===== src/design/acw_pkg.sv =====
// Behaviour
// - Band-gap runs while request bit set and converter enabled and active.
// - Write mode 10: results not stored, compare match still interrupts.
// - Compare-only validity and interrupt timing follow compare and scan modes.
// - Write mode 01: store result at its channel slot, compare stays active.
// - Write mode 00: legacy store at buffer pointer position.
package acw_pkg;
    localparam logic [7:0]  ACW_CTRL_ADDR   = 8'h00;
    localparam logic [7:0]  ACW_STAT_ADDR   = 8'h04;
    localparam logic [7:0]  ACW_BUF_BASE    = 8'h40;
    localparam int          ACW_ADDR_W      = 8;
    localparam int          ACW_CTRL_W      = 16;
    localparam logic [15:0] ACW_CTRL_RESET  = 16'h0000;
    localparam int          ACW_BGR_BIT     = 12;
    localparam int          ACW_SIM_LSB     = 8;
    localparam int          ACW_WR_LSB      = 2;
    localparam int          ACW_CMP_LSB     = 0;
    localparam int          ACW_ST_BG_BIT   = 0;
    localparam int          ACW_ST_MP_BIT   = 1;
    localparam int          ACW_ST_PTR_LSB  = 8;
    localparam logic [1:0]  ACW_WR_LEGACY   = 2'h0;
    localparam logic [1:0]  ACW_WR_SAVE     = 2'h1;
    localparam logic [1:0]  ACW_WR_CMP_ONLY = 2'h2;
    localparam logic [1:0]  ACW_CMP_GREATER = 2'h1;
    localparam logic [1:0]  ACW_SIM_NONE    = 2'h0;
    localparam logic [1:0]  ACW_SIM_DONE    = 2'h1;
    localparam logic [1:0]  ACW_SIM_MATCH   = 2'h2;
    localparam logic [1:0]  ACW_SIM_BOTH    = 2'h3;
    localparam logic [1:0]  ACW_RESP_OKAY   = 2'h0;
    localparam logic [1:0]  ACW_RESP_SLVERR = 2'h2;
endpackage : acw_pkg


===== src/design/acw_top.sv =====
`timescale 1ns/1ps
module acw_top
    import acw_pkg::*;
#(
    parameter int DEPTH = 16,
    parameter int DW    = 12
) (
    input  wire logic                   aclk,
    input  wire logic                   aresetn,
    input  wire logic [ACW_ADDR_W-1:0]  s_axi_awaddr,
    input  wire logic                   s_axi_awvalid,
    output logic                        s_axi_awready,
    input  wire logic [31:0]            s_axi_wdata,
    input  wire logic [3:0]             s_axi_wstrb,
    input  wire logic                   s_axi_wvalid,
    output logic                        s_axi_wready,
    output logic [1:0]                  s_axi_bresp,
    output logic                        s_axi_bvalid,
    input  wire logic                   s_axi_bready,
    input  wire logic [ACW_ADDR_W-1:0]  s_axi_araddr,
    input  wire logic                   s_axi_arvalid,
    output logic                        s_axi_arready,
    output logic [31:0]                 s_axi_rdata,
    output logic [1:0]                  s_axi_rresp,
    output logic                        s_axi_rvalid,
    input  wire logic                   s_axi_rready,
    input  wire logic                   conv_enable,
    input  wire logic                   conv_active,
    input  wire logic                   result_valid,
    input  wire logic [DW-1:0]          result_data,
    input  wire logic [$clog2(DEPTH)-1:0] result_chan,
    input  wire logic                   scan_done,
    output logic                        bandgap_on,
    output logic                        compare_irq,
    output logic                        compare_match
);
    localparam int CW = $clog2(DEPTH);

    typedef struct packed {
        logic [ACW_CTRL_W-1:0]      ctrl;
        logic [DEPTH-1:0][DW-1:0]   bufs;
        logic [CW-1:0]              ptr;
        logic                       match_pend;
        logic                       match;
        logic                       irq;
        logic                       bg;
        logic                       aw_held;
        logic [ACW_ADDR_W-1:0]      aw_addr;
        logic                       w_held;
        logic [31:0]                w_data;
        logic [3:0]                 w_strb;
        logic                       bvalid;
        logic [1:0]                 bresp;
        logic                       rvalid;
        logic [1:0]                 rresp;
        logic [31:0]                rdata;
    } acw_state_t;

    acw_state_t st_reg;
    acw_state_t st_next;

    // Buffer window decode, shared by read and write paths
    function automatic logic is_buf(input logic [ACW_ADDR_W-1:0] a);
        logic [ACW_ADDR_W-1:0] top;
        top = ACW_BUF_BASE + ACW_ADDR_W'(DEPTH * 4);
        return (a >= ACW_BUF_BASE) && (a < top) && (a[1:0] == 2'h0);
    endfunction : is_buf

    function automatic logic [CW-1:0] buf_idx(input logic [ACW_ADDR_W-1:0] a);
        logic [ACW_ADDR_W-1:0] off;
        off = a - ACW_BUF_BASE;
        return off[CW+1:2];
    endfunction : buf_idx

    function automatic logic [31:0] merge(input logic [31:0] old,
                                          input logic [31:0] nw,
                                          input logic [3:0]  be);
        logic [31:0] r;
        r = old;
        for (int i = 0; i < 4; i++) begin
            if (be[i]) begin
                r[i*8 +: 8] = nw[i*8 +: 8];
            end
        end
        return r;
    endfunction : merge

    logic [1:0]    wr_mode;
    logic [1:0]    cmp_mode;
    logic [1:0]    sim;
    logic          cmp_on;
    logic          hit;
    logic [DW-1:0] thresh;

    assign wr_mode  = st_reg.ctrl[ACW_WR_LSB +: 2];
    assign cmp_mode = st_reg.ctrl[ACW_CMP_LSB +: 2];
    assign sim      = st_reg.ctrl[ACW_SIM_LSB +: 2];
    assign thresh   = st_reg.bufs[result_chan];
    // Legacy mode stores without judging thresholds
    assign cmp_on   = (wr_mode == ACW_WR_SAVE)
                      || (wr_mode == ACW_WR_CMP_ONLY);
    assign hit      = result_valid && cmp_on
                      && (cmp_mode == ACW_CMP_GREATER)
                      && (result_data > thresh);

    always_comb begin
        logic [31:0]           cur;
        logic                  do_wr;
        logic [ACW_ADDR_W-1:0] ra;
        cur     = 32'h0000_0000;
        ra      = s_axi_araddr;
        st_next = st_reg;
        do_wr   = st_reg.aw_held && st_reg.w_held && !st_reg.bvalid;

        st_next.bg = st_reg.ctrl[ACW_BGR_BIT] && conv_enable
                     && conv_active;

        // Result storage by write mode
        if (result_valid) begin
            if (wr_mode == ACW_WR_LEGACY) begin
                st_next.bufs[st_reg.ptr] = result_data;
                st_next.ptr = (st_reg.ptr == CW'(DEPTH - 1)) ? '0
                              : st_reg.ptr + CW'(1);
            end else if (wr_mode == ACW_WR_SAVE) begin
                st_next.bufs[result_chan] = result_data;
            end
            // Compare-only and reserved code leave buffers alone
        end

        // Interrupt decision; a match in the done cycle still counts
        st_next.match = hit;
        st_next.irq   = 1'b0;
        case (sim)
            ACW_SIM_MATCH: st_next.irq = hit;
            ACW_SIM_DONE:  st_next.irq = scan_done;
            ACW_SIM_BOTH:  st_next.irq = scan_done
                                         && (st_reg.match_pend || hit);
            default:       st_next.irq = 1'b0;
        endcase
        if (scan_done) begin
            st_next.match_pend = 1'b0;
        end else if (hit) begin
            st_next.match_pend = 1'b1;
        end

        // AXI write channel capture, either order
        if (s_axi_awvalid && s_axi_awready) begin
            st_next.aw_held = 1'b1;
            st_next.aw_addr = s_axi_awaddr;
        end
        if (s_axi_wvalid && s_axi_wready) begin
            st_next.w_held = 1'b1;
            st_next.w_data = s_axi_wdata;
            st_next.w_strb = s_axi_wstrb;
        end
        if (do_wr) begin
            st_next.aw_held = 1'b0;
            st_next.w_held  = 1'b0;
            st_next.bvalid  = 1'b1;
            st_next.bresp   = ACW_RESP_OKAY;
            // Software write wins over a same-cycle result store
            if (st_reg.aw_addr == ACW_CTRL_ADDR) begin
                cur = merge({16'h0000, st_reg.ctrl}, st_reg.w_data,
                            st_reg.w_strb);
                st_next.ctrl = cur[ACW_CTRL_W-1:0];
            end else if (st_reg.aw_addr == ACW_STAT_ADDR) begin
                st_next.bresp = ACW_RESP_OKAY;
            end else if (is_buf(st_reg.aw_addr)) begin
                cur = merge({{(32-DW){1'b0}},
                             st_reg.bufs[buf_idx(st_reg.aw_addr)]},
                            st_reg.w_data, st_reg.w_strb);
                st_next.bufs[buf_idx(st_reg.aw_addr)] = cur[DW-1:0];
            end else begin
                st_next.bresp = ACW_RESP_SLVERR;
            end
        end
        if (st_reg.bvalid && s_axi_bready) begin
            st_next.bvalid = 1'b0;
        end

        // AXI read channel
        if (s_axi_arvalid && s_axi_arready) begin
            st_next.rvalid = 1'b1;
            st_next.rresp  = ACW_RESP_OKAY;
            st_next.rdata  = 32'h0000_0000;
            if (ra == ACW_CTRL_ADDR) begin
                st_next.rdata[ACW_CTRL_W-1:0] = st_reg.ctrl;
            end else if (ra == ACW_STAT_ADDR) begin
                st_next.rdata[ACW_ST_BG_BIT] = st_reg.bg;
                st_next.rdata[ACW_ST_MP_BIT] = st_reg.match_pend;
                st_next.rdata[ACW_ST_PTR_LSB +: CW] = st_reg.ptr;
            end else if (is_buf(ra)) begin
                st_next.rdata[DW-1:0] = st_reg.bufs[buf_idx(ra)];
            end else begin
                st_next.rresp = ACW_RESP_SLVERR;
            end
        end else if (st_reg.rvalid && s_axi_rready) begin
            st_next.rvalid = 1'b0;
        end
    end

    always_ff @(posedge aclk) begin
        if (!aresetn) begin
            st_reg      <= '0;
            st_reg.ctrl <= ACW_CTRL_RESET;
        end else begin
            st_reg <= st_next;
        end
    end

    assign s_axi_awready = !st_reg.aw_held && !st_reg.bvalid;
    assign s_axi_wready  = !st_reg.w_held && !st_reg.bvalid;
    assign s_axi_arready = !st_reg.rvalid;
    assign s_axi_bvalid  = st_reg.bvalid;
    assign s_axi_bresp   = st_reg.bresp;
    assign s_axi_rvalid  = st_reg.rvalid;
    assign s_axi_rresp   = st_reg.rresp;
    assign s_axi_rdata   = st_reg.rdata;
    assign bandgap_on    = st_reg.bg;
    assign compare_irq   = st_reg.irq;
    assign compare_match = st_reg.match;

    a_bandgap_follow: assert property (
        @(posedge aclk) disable iff (!aresetn)
        ##1 bandgap_on == $past(st_reg.ctrl[ACW_BGR_BIT] && conv_enable
                                && conv_active))
        else $error("bandgap output does not follow request");

    a_cmp_only_nostore: assert property (
        @(posedge aclk) disable iff (!aresetn)
        (result_valid && wr_mode == ACW_WR_CMP_ONLY && !st_reg.aw_held)
        |=> $stable(st_reg.bufs))
        else $error("compare-only mode changed a buffer");

    a_match_irq: assert property (
        @(posedge aclk) disable iff (!aresetn)
        (hit && sim == ACW_SIM_MATCH) |=> compare_irq && compare_match)
        else $error("valid match did not interrupt");

    a_irq_cause: assert property (
        @(posedge aclk) disable iff (!aresetn)
        compare_irq |-> $past(scan_done) || $past(hit))
        else $error("interrupt without scan end or match");

    a_save_slot: assert property (
        @(posedge aclk) disable iff (!aresetn)
        (result_valid && wr_mode == ACW_WR_SAVE && !st_next.w_held
         && !st_reg.w_held)
        |=> st_reg.bufs[$past(result_chan)] == $past(result_data))
        else $error("save mode did not store at channel slot");

    a_legacy_ptr: assert property (
        @(posedge aclk) disable iff (!aresetn)
        (result_valid && wr_mode == ACW_WR_LEGACY && !st_reg.w_held)
        |=> st_reg.bufs[$past(st_reg.ptr)] == $past(result_data)
            && st_reg.ptr != $past(st_reg.ptr))
        else $error("legacy store or pointer advance wrong");

    a_greater_only: assert property (
        @(posedge aclk) disable iff (!aresetn)
        compare_match |-> $past(result_data) > $past(thresh)
                          && $past(cmp_mode) == ACW_CMP_GREATER)
        else $error("match declared without strict greater");

    a_write_answer: assert property (
        @(posedge aclk) disable iff (!aresetn)
        (st_reg.aw_held && st_reg.w_held && !st_reg.bvalid)
        |=> s_axi_bvalid)
        else $error("write not answered");

    a_resp_hold: assert property (
        @(posedge aclk) disable iff (!aresetn)
        (s_axi_bvalid && !s_axi_bready) |=> s_axi_bvalid)
        else $error("write response dropped before taken");

    a_read_answer: assert property (
        @(posedge aclk) disable iff (!aresetn)
        (s_axi_arvalid && s_axi_arready) |=> s_axi_rvalid)
        else $error("read not answered");

    a_legacy_nocmp: assert property (
        @(posedge aclk) disable iff (!aresetn)
        (result_valid && wr_mode == ACW_WR_LEGACY) |=> !compare_match)
        else $error("legacy mode declared a match");

    a_cmp_only_irq: assert property (
        @(posedge aclk) disable iff (!aresetn)
        (result_valid && wr_mode == ACW_WR_CMP_ONLY
         && cmp_mode == ACW_CMP_GREATER && result_data > thresh
         && sim == ACW_SIM_MATCH)
        |=> compare_irq)
        else $error("compare-only match did not interrupt");

    a_done_irq: assert property (
        @(posedge aclk) disable iff (!aresetn)
        (scan_done && sim == ACW_SIM_DONE) |=> compare_irq)
        else $error("scan end did not interrupt");

    a_both_irq: assert property (
        @(posedge aclk) disable iff (!aresetn)
        (scan_done && sim == ACW_SIM_BOTH
         && (st_reg.match_pend || hit))
        |=> compare_irq)
        else $error("scan end after a match did not interrupt");

    a_save_match: assert property (
        @(posedge aclk) disable iff (!aresetn)
        (result_valid && wr_mode == ACW_WR_SAVE
         && cmp_mode == ACW_CMP_GREATER && result_data > thresh)
        |=> compare_match)
        else $error("save mode lost a valid match");
endmodule : acw_top


===== config.mk =====
export PLATFORM = sky130hd
export DESIGN_NAME = acw_top
export DESIGN_NICKNAME = d
export VERILOG_FILES = /design/src/design/acw_pkg.sv /design/src/design/acw_top.sv
export SDC_FILE = /design/constraint.sdc
export NUM_CORES = 1
export LEC_CHECK = 0
export ABC_CLOCK_PERIOD_IN_PS = 7400
export BUFFER_PORTS_ARGS = -buffer_cell sky130_fd_sc_hd__buf_2
export CORE_MARGIN = 1.5
export CORE_UTILIZATION = 38
export DETAILED_ROUTE_END_ITERATION = 10
export GPL_ROUTABILITY_DRIVEN = 1
export PLACE_DENSITY = 0.62
export SYNTH_ARGS = -nofsm -noshare
export SYNTH_HDL_FRONTEND = slang
export SYNTH_SLANG_ARGS = --single-unit

===== constraint.sdc =====
create_clock -name aclk -period 7.4 [get_ports aclk]
set_clock_uncertainty 0.05 [all_clocks]
set_input_delay 1.48 -clock aclk [delete_from_list [all_inputs] [get_ports aclk]]
set_output_delay 1.48 -clock aclk [all_outputs]
set_load 0.1 [all_outputs]

==> flow_summary.json, run 1 <==
{
  "startpoint_type": "primary input",
  "violations": "capacitance limit, slew limit",
  "first_pass_iters": 5,
  "status": "finished with violations",
  "yosys_warnings": 0,
  "cts_buffers": 30,
  "dieArea_um2": 45900,
  "tns_ns": 0,
  "timing.fmax_mhz": 192,
  "yosysSeqAreaShare_pct": 31.2,
  "fin_util_pct": 42.0,
  "gp_congestion": 0.967,
  "final_common_cell": "dfxtp_1",
  "setup-violations-final": 0,
  "r2r_end": "st_reg[235]",
  "max_slew_margin_pct": -9.93,
  "worst_setup_path_end_kind": "register",
  "synth_edf_count": 0,
  "wl_per_cell_um": 27.9,
  "crit_slowest_cell": "a2111oi_1",
  "grt_first_pass_wirelength_um": 94700,
  "postSynthAreaPerCell_um2": 9.90,
  "cp_max_fo": 37,
  "netlist_top_cells_area": "dfxtp_1, mux4_2, mux2_2, mux2i_1, a21oi_1",
  "crit_arrival_ns": 5.60,
  "drive_above_1_share_pct": 28.1,
  "cp.required_ns": 7.78,
  "synth_top_area_share_pct": 31.2,
  "track_usage_pct": 27.3,
  "clk_path_buf_depth": 3,
  "num_rows": 77,
  "ctsResizeCount": 0,
  "rr_worst_depth": 5,
  "clk_latency_ns": 0.60,
  "worst_pin_slew_ns": 1.65,
  "synth_ff_type": "dfxtp_1",
  "drc": 0,
  "synth_top_area_cell": "dfxtp_1",
  "place_hpwl_um": 41300,
  "yosys_register_bits": 264,
  "holdPathEnd": "s_axi_rdata[15]",
  "via_per_inst": 6.58,
  "syn_inst": 1713,
  "io_pins": 123,
  "rsz0062_at_grt": "no",
  "finalWirelength_um": 64300,
  "crit_type": "in -> reg",
  "synth_cell_type_count": 77,
  "finalMaxSlewViolations": 9,
  "clkTransAtPathRegs_ns": 0.06,
  "crit_family": "compound AO/OA/AOI/OAI gates",
  "grt_max_degree": 77,
  "layout_common_cells": "dfxtp_1, mux2_2, a21oi_1, mux2i_1, nand2_1",
  "cp_num_buf_inv": 3,
  "h-tree-depth": 1,
  "drv_cap": 1,
  "power.leakage_uw": 0.00643,
  "syn2layout_area_growth_pct": 9.39,
  "final-hold-violation-count": 0,
  "numPortBuffers": 86,
  "nets": 1785,
  "crit_chain": "buf_4, buf_4, mux4_2, mux4_2, inv_1, ha_1, and3_1, nor2b_1, o31a_1, a2111oi_1, o21ai_0",
  "hp-class": "reg -> reg",
  "clockRootBuffer": "clkbuf_16",
  "grt_overflow": 0,
  "fp.coreArea_um2": 44100,
  "power_density_nw_per_um2": 198,
  "post_cts_buffers": 0,
  "hold_start": "s_axi_rdata[15]",
  "cts_sinks": 264,
  "worst_slack_ns": 2.18,
  "regToRegStartpoint": "st_reg[78]",
  "largest_reg_flops": 237,
  "syn_area_um2": 17000,
  "antenna_found_initial": 4,
  "vias": 15200,
  "start_util_pct": 38.4,
  "grt_pass1_vias": 14400,
  "ff2ff_setup_slack_ns": 3.45,
  "fp.dieW_um": 214,
  "period_needed_ns": 5.22,
  "postCtsHoldBufs": 0,
  "whs_path_depth": 2,
  "ant_nets": 0,
  "drtIter0Drc": 1999,
  "post-route-period-util_pct": 70.6,
  "pre_cts_slack_ns": 1.57,
  "async_flop_share_pct": 0,
  "die_h_um": 214,
  "irDropWorstVdd_uv": 161,
  "critPathMaxStageDelay_ns": 0.88,
  "cts_tree": "yes"
}
## worst max path at each step
stage                    from  slack, ns  cells past startpoint           to
4_1_cts        result_chan[0]       2.18                     11   st_reg[87]
2_1_floorplan  result_chan[1]       2.75                     12  compare_irq
5_1_grt        result_chan[0]       2.02                     11  compare_irq
6_report       result_chan[0]       2.18                     11   st_reg[87]
3_3_place_gp   result_chan[0]       1.63                     11  compare_irq
3_5_place_dp   result_chan[0]       1.57                     11   st_reg[87]
## cells by family (layout without fill, tap and decap cells)
family / after synthesis / count (layout) / share of synthesized area (%)
compound gates: 489 / 489 / 18.3
mux: 391 / 391 / 32.9
simple gates: 328 / 328 / 9.20
flops: 264 / 264 / 31.2
buf+inv: 221 / 203 / 7.04
fa+ha+maj: 18 / 18 / 1.33
other cells: 1 / 19 / 0.0221
xor+xnor: 1 / 1 / 0.0517
## layout make-up
type	count	area, um2
Antenna cell	1	2.50
Sequential cell	264	5290
Inverter	24	91.3
Multi-Input combinational cell	1245	10600
Fill cell	4329	25600
Timing Repair Buffer	123	716
Tap cell	592	741
Clock inverter	12	199
Clock buffer	44	863
## where the power goes
group	switching [uW]	total, uW	internal [uW]
sequential	37.1	1490	1450
combinational	400	552	153
clock	653	1630	980
## stage by stage
stage,hold WS [ns],power [uW],std cells,area [um2]
2_1_floorplan,0.379,1920,1730,17000
3_3_place_gp,0.388,2040,2248,17500
3_5_place_dp,0.393,2050,2248,17500
4_1_cts,0.400,3660,2304,18500
5_1_grt,0.420,3760,2305,18600
6_report,0.396,3670,2305,18600
## worst min-delay path: stages, from the launching register on
cell and delay (ns):
dfxtp_1 0.30, nand2_1 0.05, a21oi_1 0.05
## synthesized netlist by cell type (7+ instances only)
cell type  number
nand2_1       128
buf_6          16
ha_1           18
o21ai_0       117
a22oi_1        25
a211oi_1       27
nand3_1        34
a211oi_2        7
nor2_1         76
and3_1          9
a221oi_1       19
a21oi_1       134
buf_4          50
buf_2          45
dfxtp_1       264
inv_1          22
o22ai_1        79
a31oi_1        14
mux4_2        115
nand2b_1       17
mux2i_1       129
o2bb2ai_1      12
nor2b_1        13
and2_1         18
a22o_1         10
mux2_2        137
clkbuf_1       81
## per-layer routing
layer / up-vias / routed length [um] / global-route usage [%]
met5: - / 21 / 0
met4: 4 / 4160 / 15.6
met3: 248 / 7700 / 7.12
met2: 1041 / 27600 / 40.5
met1: 7448 / 24900 / 36.0
li1: 6429 / - / -
Power figures use the tool's default switching activity.
==> inputs of run 2 (changes only) <==
Settings changed: ABC_CLOCK_PERIOD_IN_PS 7400 to 4700, PLACE_DENSITY 0.62 to 0.64.
Clock period 7.4 ns to 4.7 ns, I/O delays scaled along.
==> flow_summary.json, run 2 (synthesis gave the netlist of run 1 again) <==
{
  "whs_path_depth": 2,
  "crit_arrival_ns": 4.31,
  "crit_family": "buffers and inverters",
  "clkTransAtPathRegs_ns": 0.06,
  "grt_max_degree": 83,
  "vias": 15200,
  "h-tree-depth": 1,
  "period_needed_ns": 3.91,
  "final-hold-violation-count": 0,
  "fp.dieW_um": 214,
  "crit_slowest_cell": "buf_2",
  "ant_nets": 0,
  "track_usage_pct": 27.7,
  "r2r_end": "st_reg[279]",
  "pwr-share-clk_pct": 42.0,
  "wl_per_cell_um": 28.1,
  "seqCellArea_um2": 5290,
  "switchingPower_uw": 1700,
  "pre_cts_slack_ns": 0.270,
  "final_common_cell": "dfxtp_1",
  "via_per_inst": 6.52,
  "finalMaxSlewViolations": 0,
  "cp.required_ns": 5.10,
  "critPathMaxStageDelay_ns": 0.69,
  "n_fill_cell": 4280,
  "stdcell_count": 2326,
  "largest_reg_flops": 237,
  "rsz0062_at_grt": "no",
  "met1_length_um": 24600,
  "highest_layer": "met4",
  "cts_buffers": 30,
  "power_density_nw_per_um2": 299,
  "num_rows": 77,
  "setup-violations-final": 0,
  "pwr-share-comb_pct": 15.6,
  "post_cts_buffers": 0,
  "die_h_um": 214,
  "holdPathEnd": "s_axi_rdata[14]",
  "clockRootBuffer": "clkbuf_16",
  "cts_tree": "yes",
  "p_int_uw": 3870,
  "fp.coreArea_um2": 44100,
  "dieArea_um2": 45900,
  "sw_frac_of_total_pct": 30.5,
  "cpMostUsedCell": "mux4_2",
  "post-route-period-util_pct": 83.3,
  "worst_pin_slew_ns": 1.30,
  "worst_setup_path_end_kind": "register",
  "startpoint_type": "primary input",
  "cp_num_buf_inv": 3,
  "hp-class": "reg -> reg",
  "drv_cap": 0,
  "cp_max_fo": 28,
  "drc": 0,
  "tns_ns": 0,
  "hold_start": "s_axi_rdata[14]",
  "cts_sinks": 264,
  "io_pins": 123,
  "drive_above_1_share_pct": 28.7,
  "regToRegStartpoint": "st_reg[78]",
  "dpl.cell_count": 2270,
  "ctsResizeCount": 0,
  "status": "completed",
  "nets": 1807,
  "layout_common_cells": "dfxtp_1, mux2_2, a21oi_1, mux2i_1, nand2_1",
  "rr_worst_depth": 5,
  "start_util_pct": 38.4,
  "first_pass_iters": 8,
  "grt_first_pass_wirelength_um": 96100,
  "wl_met2_um": 27500,
  "finalWirelength_um": 65400,
  "drtIter0Drc": 2179,
  "crit_chain": "buf_2, mux4_2, mux4_2, inv_1, ha_1, and3_1, nor2b_1, o31a_1, a2111oi_0, buf_4, o21ai_0",
  "place_hpwl_um": 42900,
  "wl_met3_um": 8470,
  "ff2ff_setup_slack_ns": 1.31,
  "gp_congestion": 0.978,
  "power.leakage_uw": 0.00650,
  "grt_overflow": 0,
  "irDropWorstVdd_uv": 285,
  "worst_slack_ns": 0.787,
  "multi_input_area_um2": 10600,
  "power_frac_seq_pct": 42.3,
  "syn2layout_area_growth_pct": 9.86,
  "timing.fmax_mhz": 256,
  "max_slew_margin_pct": 13.4,
  "crit_type": "in -> reg",
  "clk_path_buf_depth": 3,
  "grt_pass1_vias": 14600,
  "antenna_found_initial": 1,
  "clk_latency_ns": 0.59,
  "postCtsHoldBufs": 0,
  "numPortBuffers": 86
}
[run 2: changes by cell type in the layout (fill, tap and decap cells not counted), moves of 3 or more]
cell       before  now
buf_4          40   60
bufinv_16       5    1
o21ai_1         7   10
o21ai_2         9    6
[run 2: through the flow]
| stage | hold WS (ns) | power [uW] | instance area, um2 | utilization (%) |
|---|---|---|---|---|
| floorplan | 0.379 | 3030 | 17000 | - |
| detailed placement | 0.396 | 3250 | 17700 | 40.0 |
| finish | 0.399 | 5560 | 18600 | 42.2 |
| global route | 0.420 | 5690 | 18600 | 42.2 |
| global placement | 0.389 | 3240 | 17700 | 40.0 |
| CTS | 0.405 | 5540 | 18600 | 42.2 |
[run 2: power groups by stage]
stage / Sequential [uW] / Combinational [uW] / Clock [uW]
after floorplan: 2360 / 665 / 0
after global placement: 2400 / 837 / 0
after detailed placement: 2400 / 847 / 0
after CTS: 2350 / 849 / 2340
after global routing: 2360 / 908 / 2430
final: 2360 / 870 / 2340
[run 2: worst max-delay path by stage]
stage                        endpoint  depth (start not counted)      startpoint  slack (ns)
after CTS                 compare_irq                         12  result_chan[0]        0.84
after detailed placement  compare_irq                         12  result_chan[0]        0.27
final                     compare_irq                         11  result_chan[1]        0.79
after floorplan           compare_irq                         12  result_chan[1]        0.59
after global routing      compare_irq                         12  result_chan[0]        0.72
after global placement    compare_irq                         11  result_chan[0]        0.31
[run 2: metal layers]
layer / global-route usage [%] / vias to the layer above
li1: - / 6475
met1: 35.8 / 7283
met2: 40.8 / 1134
met3: 7.59 / 277
met4: 17.4 / 0
met5: 0 / -
[run 2: worst min-delay path, cell delays in order, from the launching register on]
cell and delay (ns):
dfxtp_1 0.30, nand2_1 0.05, a21oi_1 0.05
[run 2: layout make-up]
class / instances / area share [%]
Tap cell: 592 / 3.98
Inverter: 24 / 0.490
Sequential cell: 264 / 28.4
Antenna cell: 1 / 0.0134
Clock inverter: 12 / 0.557
Multi-Input combinational cell: 1245 / 57.0
Clock buffer: 43 / 4.67
Timing Repair Buffer: 145 / 4.86
